### config.mk
export PLATFORM = sky130hd
export DESIGN_NAME = dsparith_datapath
export DESIGN_NICKNAME = d
export VERILOG_FILES = /design/src/dsparith_pkg.sv /design/src/dsparith_mult.sv /design/src/dsparith_datapath.sv
export SDC_FILE = /design/constraint.sdc
export NUM_CORES = 1
export LEC_CHECK = 0
export BUFFER_PORTS_ARGS = -buffer_cell sky130_fd_sc_hd__clkbuf_2
export CAP_MARGIN = 20
export CELL_PAD_IN_SITES_DETAIL_PLACEMENT = 1
export CELL_PAD_IN_SITES_GLOBAL_PLACEMENT = 2
export CORE_AREA = 8 8 240 334
export DETAILED_ROUTE_END_ITERATION = 6
export DIE_AREA = 0 0 248 342
export PLACE_DENSITY = 0.82
export SLEW_MARGIN = 40
export SYNTH_ARGS = -nofsm -noshare
export SYNTH_HDL_FRONTEND = slang
export SYNTH_SLANG_ARGS = --single-unit
### constraint.sdc
create_clock -name clock -period 7.4 [get_ports clock]
set_input_delay 0.37 -clock clock [delete_from_list [all_inputs] [get_ports clock]]
set_output_delay 0.37 -clock clock [all_outputs]
set_load 0.01 [all_outputs]
### src/dsparith_pkg.sv
/*
 * Shared constants and types of the fixed-point arithmetic datapath: widths, reset values,
 * product shift encodings, saturation limits, operation codes and controller states.
 * Assumes nothing of its surroundings; it is compiled before the design modules.
 */
package dsparith_pkg;

   localparam int          DATA_W    = 16;
   localparam int          ACC_W     = 32;
   localparam int          IMM_W     = 13;
   localparam int          SHAMT_W   = 5;
   localparam int          INDEX_W   = 4;
   localparam logic [4:0]  SHIFT_MAX = 5'h10;

   // Product shift select encodings.
   localparam logic [1:0]  PSHIFT_NONE  = 2'h0;
   localparam logic [1:0]  PSHIFT_LEFT1 = 2'h1;
   localparam logic [1:0]  PSHIFT_LEFT4 = 2'h2;
   localparam logic [1:0]  PSHIFT_RIGHT6 = 2'h3;

   // Mode reset values.
   localparam logic [1:0]  PSHIFT_RESET   = 2'h0;
   localparam logic        SIGNEXT_RESET  = 1'h1;
   localparam logic        SATURATE_RESET = 1'h0;

   // Accumulator values loaded on a saturated overflow.
   localparam logic [31:0] SAT_POSITIVE = 32'h07ffffff;
   localparam logic [31:0] SAT_NEGATIVE = 32'h08000000;

   typedef enum logic [4:0] {
      OP_NOP                    = 5'h00,
      OP_LOAD_ACC               = 5'h01,
      OP_ADD_ACC                = 5'h02,
      OP_SUB_ACC                = 5'h03,
      OP_AND_ACC                = 5'h04,
      OP_OR_ACC                 = 5'h05,
      OP_XOR_ACC                = 5'h06,
      OP_LOAD_ACC_REG_SHIFT     = 5'h07,
      OP_ADD_ACC_REG_SHIFT      = 5'h08,
      OP_SUB_ACC_REG_SHIFT      = 5'h09,
      OP_LOAD_OPERAND           = 5'h0a,
      OP_LOAD_OPERAND_MOVE_PROD = 5'h0b,
      OP_LOAD_OPERAND_ADD_PROD  = 5'h0c,
      OP_LOAD_OPERAND_SUB_PROD  = 5'h0d,
      OP_LOAD_OPERAND_ADD_MOVE  = 5'h0e,
      OP_SIGNED_MULTIPLY        = 5'h0f,
      OP_SIGNED_MULTIPLY_IMM    = 5'h10,
      OP_UNSIGNED_MULTIPLY      = 5'h11,
      OP_MULTIPLY_ACCUMULATE    = 5'h12,
      OP_MULTIPLY_ACC_MOVE      = 5'h13,
      OP_SQUARE_ADD             = 5'h14,
      OP_SQUARE_SUBTRACT        = 5'h15,
      OP_STORE_PRODUCT_HIGH     = 5'h16,
      OP_STORE_PRODUCT_LOW      = 5'h17,
      OP_LOAD_PRODUCT_HIGH      = 5'h18,
      OP_BIT_TEST_INDEXED       = 5'h19,
      OP_NORMALISE_ACC          = 5'h1a,
      OP_BRANCH_TO_ACC          = 5'h1b,
      OP_ADD_PRODUCT            = 5'h1c
   } dsparith_op_type;

   typedef enum logic [2:0] {
      ALU_NONE = 3'h0,
      ALU_LOAD = 3'h1,
      ALU_ADD  = 3'h2,
      ALU_SUB  = 3'h3,
      ALU_AND  = 3'h4,
      ALU_OR   = 3'h5,
      ALU_XOR  = 3'h6
   } dsparith_alu_type;

   typedef enum logic [1:0] {
      ST_IDLE     = 2'b00,
      ST_IMM_WAIT = 2'b01
   } dsparith_state_type;

endpackage

### src/dsparith_mult.sv
/*
 * Registered 16x16 multiplier holding the 32-bit product register, with a direct load of the
 * product's upper half. Assumes operands are stable in the cycle multGo is high.
 */
`timescale 1ns/1ps
`default_nettype none

module dsparith_mult #(
   parameter int OPW = 16
) (
   input  wire logic             clock,
   input  wire logic             srst,
   input  wire logic             multGo,
   input  wire logic             unsignedMode,
   input  wire logic [OPW-1:0]   opA,
   input  wire logic [OPW-1:0]   opB,
   input  wire logic             loadHigh,
   input  wire logic [OPW-1:0]   highWord,
   output var  logic [2*OPW-1:0] productReg
);

   // One extra bit per operand lets a single signed multiplier serve both signednesses.
   logic signed [OPW:0]     extA;
   logic signed [OPW:0]     extB;
   logic signed [2*OPW+1:0] fullProduct;
   logic        [2*OPW-1:0] product_next;

   assign extA        = {~unsignedMode & opA[OPW-1], opA};
   assign extB        = {~unsignedMode & opB[OPW-1], opB};
   assign fullProduct = extA * extB;
   assign product_next = multGo   ? fullProduct[2*OPW-1:0] :
                         loadHigh ? {highWord, productReg[OPW-1:0]} : productReg;

   always_ff @(posedge clock) begin
      if (srst) begin
         productReg <= '0;
      end else begin
         productReg <= product_next;
      end
   end

endmodule // dsparith_mult

`default_nettype wire

### src/dsparith_datapath.sv
/*
 * Fixed-point arithmetic datapath: input scaling shifter, multiplier with operand and product
 * registers, product shifter, central ALU with accumulator, saturation, normalise and bit test.
 * Assumes operations, bus words and mode controls come from sequencing logic on the same clock,
 * and that address generation for coefficients and samples lives outside this block.
 */
`timescale 1ns/1ps
`default_nettype none

module dsparith_datapath
#(
   parameter int DW = dsparith_pkg::DATA_W
) (
   input  wire logic                                clock,
   input  wire logic                                srst,
   input  wire logic                                opValid,
   input  wire dsparith_pkg::dsparith_op_type        opCode,
   input  wire logic [dsparith_pkg::SHAMT_W-1:0]    shiftConst,
   input  wire logic [DW-1:0]                       dataReadBus,
   input  wire logic [DW-1:0]                       programReadBus,
   input  wire logic [dsparith_pkg::IMM_W-1:0]      immOperand,
   input  wire logic                                statusLoad,
   input  wire logic [1:0]                          statusProductShiftSel,
   input  wire logic                                statusSignExtendMode,
   input  wire logic                                statusSaturateMode,
   input  wire logic                                statusOverflowFlag,
   input  wire logic                                overflowBranchTaken,
   output var  logic                                ready,
   output var  logic [dsparith_pkg::ACC_W-1:0]      accumulator,
   output var  logic [DW-1:0]                       multOperand,
   output var  logic [dsparith_pkg::ACC_W-1:0]      productValue,
   output var  logic [DW-1:0]                       dataWriteBus,
   output var  logic                                dataWriteValid,
   output var  logic                                moveNextValid,
   output var  logic                                testFlag,
   output var  logic                                overflowFlag,
   output var  logic                                accZero,
   output var  logic [DW-1:0]                       branchTarget,
   output var  logic                                branchValid,
   output var  logic [1:0]                          productShiftSel,
   output var  logic                                signExtendMode,
   output var  logic                                saturateMode
);

   import dsparith_pkg::*;

   function automatic logic [31:0] scaleInput(input logic [15:0] d, input logic [4:0] amt,
                                              input logic sx);
      logic [31:0] ext;
      ext = {{16{sx & d[15]}}, d};
      return ext << amt;
   endfunction

   function automatic logic [31:0] scaleProduct(input logic [31:0] p, input logic [1:0] sel);
      logic [31:0] r;
      r = p;
      case (sel)
         PSHIFT_NONE:   r = p;
         PSHIFT_LEFT1:  r = {p[30:0], 1'h0};
         PSHIFT_LEFT4:  r = {p[27:0], 4'h0};
         PSHIFT_RIGHT6: r = {{6{p[31]}}, p[31:6]};
         default:       r = p;
      endcase
      return r;
   endfunction

   function automatic dsparith_alu_type aluOf(input dsparith_op_type op);
      dsparith_alu_type k;
      k = ALU_NONE;
      case (op)
         OP_LOAD_ACC, OP_LOAD_ACC_REG_SHIFT, OP_LOAD_OPERAND_MOVE_PROD: k = ALU_LOAD;
         OP_ADD_ACC, OP_ADD_ACC_REG_SHIFT, OP_LOAD_OPERAND_ADD_PROD, OP_LOAD_OPERAND_ADD_MOVE,
         OP_MULTIPLY_ACCUMULATE, OP_MULTIPLY_ACC_MOVE, OP_SQUARE_ADD, OP_ADD_PRODUCT: k = ALU_ADD;
         OP_SUB_ACC, OP_SUB_ACC_REG_SHIFT, OP_LOAD_OPERAND_SUB_PROD, OP_SQUARE_SUBTRACT:
            k = ALU_SUB;
         OP_AND_ACC: k = ALU_AND;
         OP_OR_ACC:  k = ALU_OR;
         OP_XOR_ACC: k = ALU_XOR;
         default:    k = ALU_NONE;
      endcase
      return k;
   endfunction

   dsparith_state_type state_reg;
   dsparith_state_type state_next;
   logic [31:0]        acc_reg;
   logic [31:0]        acc_next;
   logic [15:0]        operand_reg;
   logic [15:0]        operand_next;
   logic [IMM_W-1:0]   immHold_reg;
   logic [31:0]        productReg;
   logic [1:0]         pshift_reg;
   logic               signExt_reg;
   logic               saturate_reg;
   logic               ovFlag_reg;
   logic               ovFlag_next;

   logic               accepted;
   dsparith_alu_type   aluKind;
   logic               isRegShift;
   logic               usesProduct;
   logic               loadsOperand;
   logic               isMacFamily;
   logic               isSquare;
   logic [4:0]         shiftAmt;
   logic [31:0]        inScaled;
   logic [31:0]        prodScaled;
   logic [31:0]        aluB;
   logic [31:0]        sumValue;
   logic [31:0]        diffValue;
   logic               ovAdd;
   logic               ovSub;
   logic               arithOverflow;
   logic [31:0]        aluRaw;
   logic [31:0]        aluResult;
   logic               normShift;
   logic               multGo;
   logic               multUnsigned;
   logic [15:0]        multA;
   logic [15:0]        multB;
   logic [15:0]        immExtended;
   logic               storeHigh;
   logic               storeLow;
   logic               loadProductHigh;

   // Operations offered while an immediate multiply completes are not taken.
   assign accepted     = opValid && (state_reg == ST_IDLE);
   assign aluKind      = accepted ? aluOf(opCode) : ALU_NONE;
   assign isRegShift   = (opCode == OP_LOAD_ACC_REG_SHIFT) || (opCode == OP_ADD_ACC_REG_SHIFT) ||
                         (opCode == OP_SUB_ACC_REG_SHIFT);
   assign loadsOperand = (opCode == OP_LOAD_OPERAND) || (opCode == OP_LOAD_OPERAND_MOVE_PROD) ||
                         (opCode == OP_LOAD_OPERAND_ADD_PROD) ||
                         (opCode == OP_LOAD_OPERAND_SUB_PROD) ||
                         (opCode == OP_LOAD_OPERAND_ADD_MOVE);
   assign isMacFamily  = (opCode == OP_MULTIPLY_ACCUMULATE) || (opCode == OP_MULTIPLY_ACC_MOVE);
   assign isSquare     = (opCode == OP_SQUARE_ADD) || (opCode == OP_SQUARE_SUBTRACT);
   assign usesProduct  = (loadsOperand && (opCode != OP_LOAD_OPERAND)) || isMacFamily ||
                         isSquare || (opCode == OP_ADD_PRODUCT);

   // Shift counts above 16 are clamped so a stray constant cannot push data off the top.
   assign shiftAmt   = isRegShift ? {1'h0, operand_reg[INDEX_W-1:0]} :
                       (shiftConst > SHIFT_MAX) ? SHIFT_MAX : shiftConst;
   assign inScaled   = scaleInput(dataReadBus, shiftAmt, signExt_reg);
   assign prodScaled = scaleProduct(productReg, pshift_reg);
   assign aluB       = usesProduct ? prodScaled : inScaled;

   assign sumValue  = acc_reg + aluB;
   assign diffValue = acc_reg - aluB;
   assign ovAdd     = (acc_reg[31] == aluB[31]) && (sumValue[31] != acc_reg[31]);
   assign ovSub     = (acc_reg[31] != aluB[31]) && (diffValue[31] != acc_reg[31]);
   assign arithOverflow = ((aluKind == ALU_ADD) && ovAdd) ||
                          ((aluKind == ALU_SUB) && ovSub);

   assign aluRaw = (aluKind == ALU_LOAD) ? aluB :
                   (aluKind == ALU_ADD)  ? sumValue :
                   (aluKind == ALU_SUB)  ? diffValue :
                   (aluKind == ALU_AND)  ? (acc_reg & aluB) :
                   (aluKind == ALU_OR)   ? (acc_reg | aluB) :
                   (aluKind == ALU_XOR)  ? (acc_reg ^ aluB) : acc_reg;
   // An overflowed sum always has the sign opposite to the accumulator it started from.
   assign aluResult = (arithOverflow && saturate_reg) ?
                      (acc_reg[31] ? SAT_NEGATIVE : SAT_POSITIVE) : aluRaw;

   // Normalise shifts only while the two top bits agree, so a normalised value stays put.
   assign normShift = accepted && (opCode == OP_NORMALISE_ACC) &&
                      (acc_reg[31] == acc_reg[30]) && (acc_reg != '0);
   assign acc_next  = normShift ? {acc_reg[30:0], 1'h0} : aluResult;

   // The immediate is held so the second multiply cycle does not depend on the request inputs.
   assign immExtended  = {{(16 - IMM_W){immHold_reg[IMM_W-1]}}, immHold_reg[IMM_W-1:0]};
   assign multGo       = (accepted && ((opCode == OP_SIGNED_MULTIPLY) ||
                          (opCode == OP_UNSIGNED_MULTIPLY) || isMacFamily || isSquare)) ||
                         (state_reg == ST_IMM_WAIT);
   assign multUnsigned = accepted && (opCode == OP_UNSIGNED_MULTIPLY);
   assign multA        = (accepted && (isMacFamily || isSquare)) ? dataReadBus : operand_reg;
   assign multB        = (state_reg == ST_IMM_WAIT) ? immExtended :
                         (accepted && isMacFamily) ? programReadBus :
                         dataReadBus;

   assign operand_next = (accepted && (loadsOperand || isMacFamily || isSquare)) ?
                         dataReadBus : operand_reg;

   // The dead cycle after an immediate multiply is the cycle in which its product is formed.
   assign state_next = (accepted && (opCode == OP_SIGNED_MULTIPLY_IMM)) ? ST_IMM_WAIT :
                       ST_IDLE;

   assign storeHigh = accepted && (opCode == OP_STORE_PRODUCT_HIGH);
   assign storeLow  = accepted && (opCode == OP_STORE_PRODUCT_LOW);
   assign loadProductHigh = accepted && (opCode == OP_LOAD_PRODUCT_HIGH);

   // Hardware-set overflow wins over a clear arriving in the same cycle.
   assign ovFlag_next = arithOverflow ? 1'h1 :
                        statusLoad ? statusOverflowFlag :
                        overflowBranchTaken ? 1'h0 : ovFlag_reg;

   dsparith_mult #(
      .OPW (DW)
   ) multUnit (
      .clock        (clock),
      .srst         (srst),
      .multGo       (multGo),
      .unsignedMode (multUnsigned),
      .opA          (multA),
      .opB          (multB),
      .loadHigh     (loadProductHigh),
      .highWord     (dataReadBus),
      .productReg   (productReg)
   );

   always_ff @(posedge clock) begin
      if (srst) begin
         state_reg    <= ST_IDLE;
         acc_reg      <= '0;
         operand_reg  <= '0;
         immHold_reg  <= '0;
         pshift_reg   <= PSHIFT_RESET;
         signExt_reg  <= SIGNEXT_RESET;
         saturate_reg <= SATURATE_RESET;
         ovFlag_reg   <= 1'h0;
      end else begin
         state_reg    <= state_next;
         acc_reg      <= acc_next;
         operand_reg  <= operand_next;
         if (accepted && (opCode == OP_SIGNED_MULTIPLY_IMM)) begin
            immHold_reg <= immOperand;
         end
         if (statusLoad) begin
            pshift_reg   <= statusProductShiftSel;
            signExt_reg  <= statusSignExtendMode;
            saturate_reg <= statusSaturateMode;
         end
         ovFlag_reg   <= ovFlag_next;
      end
   end

   // Store, branch and flag outputs are registered, so each port comes straight from a flip-flop.
   always_ff @(posedge clock) begin
      if (srst) begin
         ready          <= 1'h0;
         dataWriteBus   <= '0;
         dataWriteValid <= 1'h0;
         moveNextValid  <= 1'h0;
         testFlag       <= 1'h0;
         branchTarget   <= '0;
         branchValid    <= 1'h0;
         accZero        <= 1'h1;
      end else begin
         ready          <= (state_next == ST_IDLE);
         dataWriteBus   <= storeHigh ? prodScaled[31:16] : prodScaled[15:0];
         dataWriteValid <= storeHigh || storeLow;
         moveNextValid  <= accepted && ((opCode == OP_LOAD_OPERAND_ADD_MOVE) ||
                           (opCode == OP_MULTIPLY_ACC_MOVE));
         if (accepted && (opCode == OP_BIT_TEST_INDEXED)) begin
            testFlag <= dataReadBus[~operand_reg[INDEX_W-1:0]];
         end else if (accepted && (opCode == OP_NORMALISE_ACC)) begin
            testFlag <= acc_reg[31] ^ acc_reg[30];
         end
         branchTarget   <= acc_reg[15:0];
         branchValid    <= accepted && (opCode == OP_BRANCH_TO_ACC);
         accZero        <= (acc_next == '0);
      end
   end

   // Mode copies let the sequencing logic see the current scaling without a separate path.
   assign accumulator     = acc_reg;
   assign multOperand     = operand_reg;
   assign productValue    = productReg;
   assign overflowFlag    = ovFlag_reg;
   assign productShiftSel = pshift_reg;
   assign signExtendMode  = signExt_reg;
   assign saturateMode    = saturate_reg;

endmodule // dsparith_datapath

`default_nettype wire

Word level (Yosys, flattened, before mapping)
Memories as Yosys holds them, arrays and structs flattened.
Cells that the tools add are included.
{ "classes": {"n_addsub": 2, "mul": 1, "magnitude_cmp": 2, "eq_ne": 38, "shift": 1, "mux": 28, "bitwise_logic": 9, "reduce_logical": 51} }
{ "ops": {"columns": ["operator", "count"], "rows": [
  ["two-way mux 32 bit", 11],
  ["one-hot mux 32 bit (4 select lines)", 1],
  ["equality test 5 bit (second input constant)", 13],
  ["two-way mux 16 bit", 4],
  ["equality test 5 x 4 -> 1 bit (second input constant)", 8],
  ["adder 32 bit", 1],
  ["bitwise AND 32 bit", 1],
  ["zero test 32 bit", 1],
  ["multiplier 17 x 17 -> 32 bit", 1],
  ["bitwise OR 32 bit", 1],
  ["nonzero test 32 bit", 1],
  ["left shift 32 x 5 -> 32 bit", 1],
  ["subtractor 32 bit", 1],
  ["XOR 32 bit", 1],
  ["two-way mux 28 bit", 1],
  ["logical AND 1 bit", 22],
  ["logical OR 1 bit", 21],
  ["two-way mux 5 bit", 2],
  ["equality test 3 bit (second input constant)", 3],
  ["two-way mux 1 bit", 7],
  ["equality test 3 x 2 -> 1 bit (second input constant)", 2],
  ["zero test 2 bit", 3],
  ["equality test 5 x 3 -> 1 bit (second input constant)", 1],
  ["> comparator 5 bit (second input constant)", 1],
  ["15 further kinds", 23]
]} }
{ "word_totals": {"regBits": 138, "mem_bits_ro": 96, "inputBits": 65, "out_inout_bits": 123, "wordCells": 151, "mem_count": 1} }
{ "mem_list": {"columns": ["memory", "words", "width", "read_ports", "rd_clocked_by_memory_dff", "wr", "line_no", "rtl"], "rows": [
  ["(no name shown)", 32, 3, 1, 0, 0, "dsparith_datapath.sv:70", "case (op)"]
]} }

Longest topological paths before layout
Gate-level depths: netlist of run 1.
{ "depth": {"ltp_word": 20, "depth_mapped": 36, "ltp_nobuf": 32} }

Cells and area by module
Synthesis of run 1 repeated with hierarchy kept, for this count alone.
{ "hier_totals": {"cells_unflattened": 3145, "hier_area_um2": 25583.3} }
{ "by_module_without_submodules": {"columns": ["mod", "instances", "cells_each", "area_per_inst_um2", "seq_area_each_um2"], "rows": [
  ["dsparith_datapath", 1, 1851, 13790.7, 2102.0],
  ["dsparith_mult", 1, 1294, 11792.6, 640.6]
]} }

Least setup slack after synthesis of run 1
No wires, ideal clock.
{ "synth_timing": {"kind": "in2reg", "start": "input port opCode[3]", "end": "register multUnit.productReg[28]", "setup_ps": 114, "arrival_ps": 8106, "slack_ps": -821, "path_stages": 34, "n_path_buf": 6, "path_cell_list": "buf_2 -> buf_2 -> buf_2 -> nor3_1 -> buf_1 -> clkbuf_1 -> mux2i_1 -> o21ai_0 -> clkbuf_1 -> nand2_1 -> fa_1 -> inv_1 -> fa_1 -> inv_1 -> fa_1 -> inv_1 -> fa_1 -> fa_1 -> inv_1 -> fa_1 -> inv_1 -> ha_1 -> a21o_1 -> a21oi_1 -> nand2_1 -> a211oi_1 -> nor2_1 -> a41oi_1 -> a21oi_1 -> a41o_1 -> o21a_1 -> o21ai_0 -> a21oi_1 -> a2111oi_0"} }
{ "synth_between": {"elab_chain_cells": 8, "elab_cells_between_ends": 28, "cone_classes": "mul (1); eq/ne (7); mux (4); bitwise (3); reduce/logical (13)"} }
{ "synth_rtl": {"columns": ["item", "line_no", "rtl"], "rows": [
  ["start, declared", "dsparith_datapath.sv:17", "input wire dsparith_pkg::dsparith_op_type opCode,"],
  ["equality test 5 bit (on tied branches)", "dsparith_datapath.sv:135, dsparith_datapath.sv:136", null],
  ["logical OR 1 bit (on tied branches)", "dsparith_datapath.sv:135, dsparith_datapath.sv:136", null],
  ["logical AND 1 bit / logical OR 1 bit (equally long branches)", "dsparith_datapath.sv:177, dsparith_datapath.sv:175", null],
  ["two-way mux 16 bit / logical AND 1 bit (equally long branches)", "dsparith_datapath.sv:177, dsparith_datapath.sv:175", null],
  ["two-way mux 16 bit (on tied branches)", "dsparith_datapath.sv:176, dsparith_datapath.sv:175", null],
  ["bitwise AND 1 bit (on tied branches)", "dsparith_mult.sv:29, dsparith_mult.sv:28", null],
  ["multiplier 17 x 17 -> 32 bit", "dsparith_mult.sv:30", "assign fullProduct = extA * extB;"],
  ["two-way mux 32 bit", "dsparith_mult.sv:31", "assign product_next = multGo ? fullProduct[2*OPW-1:0] :"],
  ["end signal, assigned", "dsparith_mult.sv:38", "productReg <= product_next;"],
  ["end, declared", "dsparith_mult.sv:19", "output var logic [2*OPW-1:0] productReg"]
]} }
Parallel ways exist; a longest one is shown, timed or not.
A chain may end at the register's enable or synchronous reset.

Final worst setup path of run 1
{ "layout_timing": {"start": "register state_reg[0]", "end": "register multUnit.productReg[27]"} }
{ "layout_between": {"elab_chain_cells": 8, "elab_cells_between_ends": 18, "cone_classes": "mul (1); eq/ne (1); mux (4); bitwise (3); reduce/logical (9)"} }
{ "layout_rtl": {"columns": ["item", "line_no", "rtl"], "rows": [
  ["start, declared", "dsparith_datapath.sv:84", "dsparith_state_type state_reg;"],
  ["start signal, assigned", "dsparith_datapath.sv:221", "state_reg <= state_next;"],
  ["zero test 2 bit", "dsparith_datapath.sv:127", "assign accepted = opValid && (state_reg == ST_IDLE);"],
  ["logical AND 1 bit", "dsparith_datapath.sv:127", null],
  ["logical AND 1 bit", "dsparith_datapath.sv:177", "(accepted && isMacFamily) ? programReadBus :"],
  ["two-way mux 16 bit", "dsparith_datapath.sv:177", null],
  ["two-way mux 16 bit", "dsparith_datapath.sv:176", "assign multB = (state_reg == ST_IMM_WAIT) ? immExtended :"],
  ["bitwise AND 1 bit", "dsparith_mult.sv:29", "assign extB = {~unsignedMode & opB[OPW-1], opB};"],
  ["multiplier 17 x 17 -> 32 bit", "dsparith_mult.sv:30", null],
  ["two-way mux 32 bit", "dsparith_mult.sv:31", null]
]} }
Parallel ways exist; a longest one is shown, timed or not.

==> results of run 1 <==
-- stage by stage --
stage               area (um^2)  total power, mW
floorplan                 25500             3.63
global placement          30400             5.26
detailed placement        30500             5.39
CTS                       31500             6.59
global route              31800             7.19
finish                    31800             6.70
-- power groups by stage --
| stage | sequential [mW] | clock [mW] | combinational (mW) |
|---|---|---|---|
| 6_report | 0.927 | 1.07 | 4.71 |
| 5_1_grt | 0.933 | 1.11 | 5.15 |
| 4_1_cts | 0.927 | 1.09 | 4.57 |
| 3_5_place_dp | 0.943 | 0 | 4.45 |
| 3_3_place_gp | 0.941 | 0 | 4.32 |
| 2_1_floorplan | 0.901 | 0 | 2.73 |
-- timing repair --
item                       CTS  global route
hold endpoints to repair     0             0
setup endpoints to repair    7             7
cloned                       2             0
pin swaps                   26            63
buffers inserted            12            18
resized for setup           54            48
-- final timing paths --
| check | from | end | slack (ns) | cells after the start |
|---|---|---|---|---|
| min reg2reg | immHold_reg[11] | immHold_reg[11] | 0.46 | 2 |
| max | state_reg[0] | multUnit.productReg[27] | -0.11 | 32 |
| min | immOperand[11] | immHold_reg[11] | 0.07 | 3 |
| max reg2reg | state_reg[0] | multUnit.productReg[27] | -0.11 | 32 |
-- logic make-up (layout without fill, tap and decap cells) --
logic type | Yosys count | in the layout | share of synthesized area
AND/OR/NAND/NOR | 1096 | 1097 | 0.195
AO/OA/AOI/OAI | 723 | 723 | 0.196
buffers and inverters | 608 | 1129 | 0.0932
adder cells (fa/ha/maj) | 467 | 467 | 0.315
flip-flops | 137 | 137 | 0.108
multiplexers | 135 | 135 | 0.0687
XOR/XNOR | 70 | 70 | 0.0242
other | 0 | 2 | 0
-- worst max-delay path: cells and delay by family, from the launching register on --
| family | cells | cell delay, ns |
|---|---|---|
| DFF | 1 | 0.35 |
| AOI/OAI and AO/OA | 8 | 1.75 |
| buffers and inverters | 8 | 0.77 |
| adders and majority gates | 7 | 3.43 |
| and+or+nand+nor | 7 | 0.67 |
| muxes | 1 | 0.23 |
| xor gates and xnor gates | 1 | 0.14 |
-- synth_stat cells, types with 19 or more instances --
cell type / instances / share of area
clkbuf_1: 139 / 0.021
nand3_1: 78 / 0.015
fa_1: 284 / 0.22
xnor2_1: 53 / 0.018
buf_2: 26 / 0.0051
o21a_1: 25 / 0.0074
nor3_1: 49 / 0.0097
nor4_1: 26 / 0.0064
dfxtp_1: 137 / 0.11
ha_1: 183 / 0.090
o21ai_0: 122 / 0.024
nand2_1: 375 / 0.056
o211ai_1: 37 / 0.011
mux2i_1: 86 / 0.034
mux4_2: 29 / 0.026
a31oi_1: 24 / 0.0059
inv_1: 416 / 0.062
nor2_1: 382 / 0.057
and2_1: 33 / 0.0082
nand2b_1: 22 / 0.0054
mux2_2: 20 / 0.0089
o221ai_1: 19 / 0.0066
a21oi_1: 181 / 0.036
a21o_1: 28 / 0.0083
a211oi_1: 47 / 0.014
nor2b_1: 27 / 0.0067
o21ai_1: 23 / 0.0045
-- routing by layer --
layer	vias to the layer above	global-route usage	wire length, um
li1	12000	-	-
met3	518	0.0625	7030
met2	956	0.545	65700
met4	2	0.278	13800
met5	-	0	13
met1	13600	0.283	42900
-- area by class of cell --
| cell class | count | area (um^2) | share of cell area |
|---|---|---|---|
| clock buffer | 18 | 429 | 0.0135 |
| multi-input combinational | 2492 | 20700 | 0.653 |
| inverter | 420 | 1580 | 0.0496 |
| timing repair buffer | 677 | 4810 | 0.152 |
| antenna | 2 | 5.00 | 0.000158 |
| clock inverter | 14 | 244 | 0.00768 |
| sequential | 137 | 2750 | 0.0866 |
| tap | 968 | 1210 | 0.0381 |
-- cell usage in the layout, fill, tap and decap left out, types with 17 or more instances in the layout --
master	netlist	routed
clkbuf_16	0	17
o21ai_0	122	116
xor2_1	17	17
clkbuf_2	0	186
buf_4	1	464
o221ai_1	19	19
a21oi_1	181	174
fa_1	284	278
a211oi_1	47	46
and2_1	33	34
inv_1	416	406
a31oi_1	24	23
nand3_1	78	77
nand2b_1	22	21
mux4_2	29	29
dfxtp_1	137	134
nor2_1	382	377
nor3_1	49	47
mux2i_1	86	67
xnor2_1	53	53
o21a_1	25	23
nor4_1	26	23
ha_1	183	178
mux2_2	20	17
o211ai_1	37	37
o21ai_1	23	20
o22ai_1	18	17
nand2_1	375	370
a21o_1	28	27
nor2b_1	27	25
and3_1	18	17
==> impl_metrics.csv, run 1 <==
group,metric,value,unit
timing,finalCritPeriodShare,1.01,
pwr,swShare,0.480,
critical_path,critPathKind,"flip-flop to flip-flop",
pwr,peakVddDrop,0.209,mV
timing,fin_hold_ws,0.0698,ns
global_route,grt_overflow,0,
clock_network,clock-sinks,137,
finish,layout-drive-gt1-share,0.244,
critical_path,path_max_fanout,7,
synthesis,synth_cell_types,112,
clock_network,clock_latency,0.53,ns
outcome,violations,"negative setup slack",
clock_network,clock-root-buffer,"clkbuf_16",
synthesis,syn_area,25300,um^2
global_route,grt_pass1_wl,189,mm
synthesis,synth-seq-cells,137,
synthesis,syn_area_per_cell,7.83,um^2
clock_network,htree_num_levels,4,
global_route,grt_max_degree,75,
synthesis,synthArstFlopShare,0,
pwr,power.switching,3.22,mW
critical_path,worstPathRequired,7.80,ns
critical_path,cp_common_cell,"fa_1",
finish,fill_cells,9166,
timing,slew_viol_final,0,
synthesis,synth_edf_count,0,
global_route,grt_use_total,0.303,
timing,fin_worst_skew,0.0352,ns
placement,place_ws,-0.640,ns
finish,stdcell_count,4728,
placement,place.gp.congestion,1.01,
die,die_area,84800,um^2
clock_network,clk_path_buf_depth,2,
worst_hold_path,hold_class,"primary input to flip-flop",
die,row_count,119,
pwr,p_seq_frac,0.138,
placement,place_inst,4667,
global_route,antenna_found_initial,2,
timing,hold_viol,0,
drt,antenna_left,0,
critical_path,timing.critical_path.from_type,"flip-flop",
synthesis,ys_seq_area_frac,0.108,
pwr,p_comb_frac,0.702,
critical_path,cp.arrival,7.91,ns
finish,syn_to_final_growth,25.4,%
timing,period_needed,7.51,ns
drt,wire_per_inst,27.4,um
clock_network,cts_tree,"done",
pwr,power_leakage,14.8,nW
drt,drt_first_pass_iters,5,
pwr,p_int,3.48,mW
drt,vias_per_cell,5.72,
outcome,outcome,"finished, violations left",
die,start_util,0.338,
finish,fin_nets,4277,
critical_path,cp-end-kind,"flip-flop",
timing,worst_pin_slew,0.870,ns
critical_path,critPathMaxStageDelay,0.60,ns
global_route,grt_pass1_vias,29700,
die,io_pins,188,
clock_network,clk_pin_slew_worst_paths,0.07,ns
synthesis,syn-instance-count,3236,
flow_run,maxCapViolCount,0,
timing,rsz0062_at_grt,"yes",
placement,place_hpwl,107,mm
pwr,cellPowerDensity,211,nW/um^2
synthesis,ys_warn_count,0,
timing,fmax,133,MHz
drt,wl,129,mm
critical_path,slowest_stage,"fa_1",
pwr,p_clk_frac,0.160,
clock_network,cts-hold-fix-buffers,0,
timing,relSlewSlack,0.419,
drt,vias,27100,
drt,drtIter0Drc,1528,
timing,finalSetupTns,-0.306,ns
placement,port_buffers,187,
synthesis,synth_fp_nets,3768,
drt,drc_errors,0,
finish,fin_util,0.424,
die,die_w,248,um
die,dieHeight,342,um
timing,setup_viol,4,
clock_network,cts_buffers,17,
die,core_region_area,74900,um^2
timing,setup_ws,-0.108,ns
synthesis,synth_top_flop_cell,"dfxtp_1",
No activity file was read; power rests on OpenSTA's default activity.
==> inputs of run 2 (changes only) <==
--- a/config.mk
+++ b/config.mk
@@ -9,9 +9,10 @@
 export CAP_MARGIN = 20
 export CELL_PAD_IN_SITES_DETAIL_PLACEMENT = 1
 export CELL_PAD_IN_SITES_GLOBAL_PLACEMENT = 2
-export CORE_AREA = 8 8 240 334
+export CORE_AREA = 2 2 234 328
 export DETAILED_ROUTE_END_ITERATION = 6
-export DIE_AREA = 0 0 248 342
+export DIE_AREA = 0 0 236 330
+export HOLD_SLACK_MARGIN = 0.08
 export PLACE_DENSITY = 0.82
 export SLEW_MARGIN = 40
 export SYNTH_ARGS = -nofsm -noshare
==> impl_metrics.csv, run 2 (synthesis gave the netlist of run 1 again) <==
group,metric,value,unit
worst_hold_path,worstHoldStart,"immOperand[3]",
clock_network,clock-root-buffer,"clkbuf_16",
die,dieHeight,330,um
placement,place_hpwl,104,mm
clock_network,clk_pin_slew_worst_paths,0.07,ns
placement,port_buffers,187,
critical_path,critical_path_buf_inv_count,9,
drt,antenna_left,0,
timing,slew_viol_final,0,
critical_path,reg2reg_depth,34,
worst_hold_path,min_to,"immHold_reg[3]",
global_route,grt_max_degree,64,
critical_path,r2r_slack,0.03,ns
global_route,grt_use_total,0.324,
critical_path,timing.critical_path.from_type,"flip-flop",
drt,wire_per_inst,26.7,um
global_route,grt_overflow,0,
timing,relSlewSlack,0.440,
pwr,cellPowerDensity,208,nW/um^2
finish,layout_commonest_cell,"buf_4",
timing,period_needed,7.37,ns
critical_path,worstPathRequired,7.79,ns
finish,syn_to_final_growth,25.8,%
drt,drt_first_pass_iters,5,
critical_path,path_max_fanout,6,
clock_network,clk_path_buf_depth,2,
finish,design_area,31900,um^2
drt,wl,126,mm
global_route,antenna_found_initial,4,
placement,placed_area,30300,um^2
critical_path,cp-end-kind,"flip-flop",
die,row_count,119,
critical_path,critPathKind,"flip-flop to flip-flop",
drt,drc_errors,0,
clock_network,clock-sinks,137,
timing,hold_viol,0,
timing,fin_hold_ws,0.109,ns
timing,setup_viol,0,
die,die_w,236,um
critical_path,r2r_end,"multUnit.productReg[31]",
finish,fin_nets,4273,
flow_run,maxCapViolCount,0,
critical_path,crit_family,"adder cells",
drt,drtIter0Drc,1470,
drt,vias,26900,
pwr,peakVddDrop,0.213,mV
clock_network,clock_latency,0.51,ns
finish,fill_cells,9129,
timing,fin_worst_skew,0.0117,ns
pwr,total_power,6.62,mW
pwr,power_leakage,14.8,nW
worst_hold_path,whs_path_depth,3,
critical_path,slowest_stage,"fa_1",
clock_network,cts_tree,"done",
finish,most-common-layout-cells,"440 x buf_4, 404 x inv_1, 374 x nor2_1",
critical_path,r2r-start,"state_reg[0]",
clock_network,htree_num_levels,4,
timing,finalSetupTns,0,ns
timing,rsz0062_at_grt,"yes",
timing,finalCritPeriodShare,0.996,
critical_path,cp.arrival,7.75,ns
clock_network,cts_buffers,17,
global_route,grt_pass1_vias,29100,
die,core_region_area,74900,um^2
placement,place.gp.congestion,1.04,
worst_hold_path,hold_class,"primary input to flip-flop",
timing,worst_pin_slew,0.840,ns
drt,vias_per_cell,5.69,
critical_path,critPathMaxStageDelay,0.58,ns
global_route,grt_pass1_wl,186,mm
finish,antenna_cells,0,
die,start_util,0.338,
die,die_area,77900,um^2
finish,layout-drive-gt1-share,0.244,
die,io_pins,188,
outcome,outcome,"finished clean",
timing,fmax,136,MHz
run 2: metrics by stage:
| stage | util | instances | setup slack, ns |
|---|---|---|---|
| floorplan | - | 3236 | 0.00910 |
| global placement | 0.404 | 4647 | -0.390 |
| detailed placement | 0.404 | 4647 | -0.579 |
| CTS | 0.421 | 4709 | 0.0255 |
| global route | 0.425 | 4720 | -0.215 |
| finish | 0.425 | 4720 | 0.0321 |
run 2: layer usage:
layer	global-route usage	vias to the layer above	part of all wire	routed length [um]
li1	-	12000	-	-
met1	0.319	13600	0.35	43600
met2	0.593	885	0.51	64100
met3	0.0506	455	0.044	5580
met4	0.280	6	0.10	12700
met5	0	-	0.00034	43
run 2: worst min-delay path: cells and delay by family:
family / cells / cell delay, ns
AO/OA/AOI/OAI: 1 / 0.06
buffers and inverters: 1 / 0.08
AND/OR/NAND/NOR: 1 / 0.06
run 2: layout make-up:
| class | count | area (um^2) | share of cell area |
|---|---|---|---|
| multi-input cells | 2491 | 20800 | 0.653 |
| repair buffers | 674 | 4860 | 0.153 |
| flip-flops and latches | 137 | 2750 | 0.0862 |
| inverters | 420 | 1580 | 0.0495 |
| well taps | 968 | 1210 | 0.0380 |
| clock buffers | 19 | 453 | 0.0142 |
| clock inverters | 11 | 195 | 0.00613 |
run 2: worst max-delay path by stage:
| stage | startpoint | endpoint | slack (ns) | cells after the start |
|---|---|---|---|---|
| 2_1_floorplan | opCode[3] | multUnit.productReg[31] | 0.009 | 32 |
| 3_3_place_gp | opValid | multUnit.productReg[31] | -0.39 | 32 |
| 3_5_place_dp | opValid | multUnit.productReg[29] | -0.58 | 33 |
| 4_1_cts | state_reg[0] | multUnit.productReg[29] | 0.03 | 29 |
| 5_1_grt | state_reg[0] | multUnit.productReg[31] | -0.22 | 33 |
| 6_report | state_reg[0] | multUnit.productReg[31] | 0.03 | 34 |
run 2: where the power goes:
part / switching (mW) / internal [mW] / leakage (nW) / total [mW]
Combinational: 2.62 / 2.04 / 13.3 / 4.66
Clock: 0.417 / 0.611 / 0.308 / 1.03
Sequential: 0.135 / 0.795 / 1.12 / 0.931
run 2: repair_timing:
action / CTS / global route
hold endpoints to repair: 13 / 0
resized for setup: 61 / 70
hold buffers: 13 / 0
cloned: 1 / 0
buffers inserted: 20 / 13
setup endpoints to repair: 7 / 10
pin swaps: 30 / 39
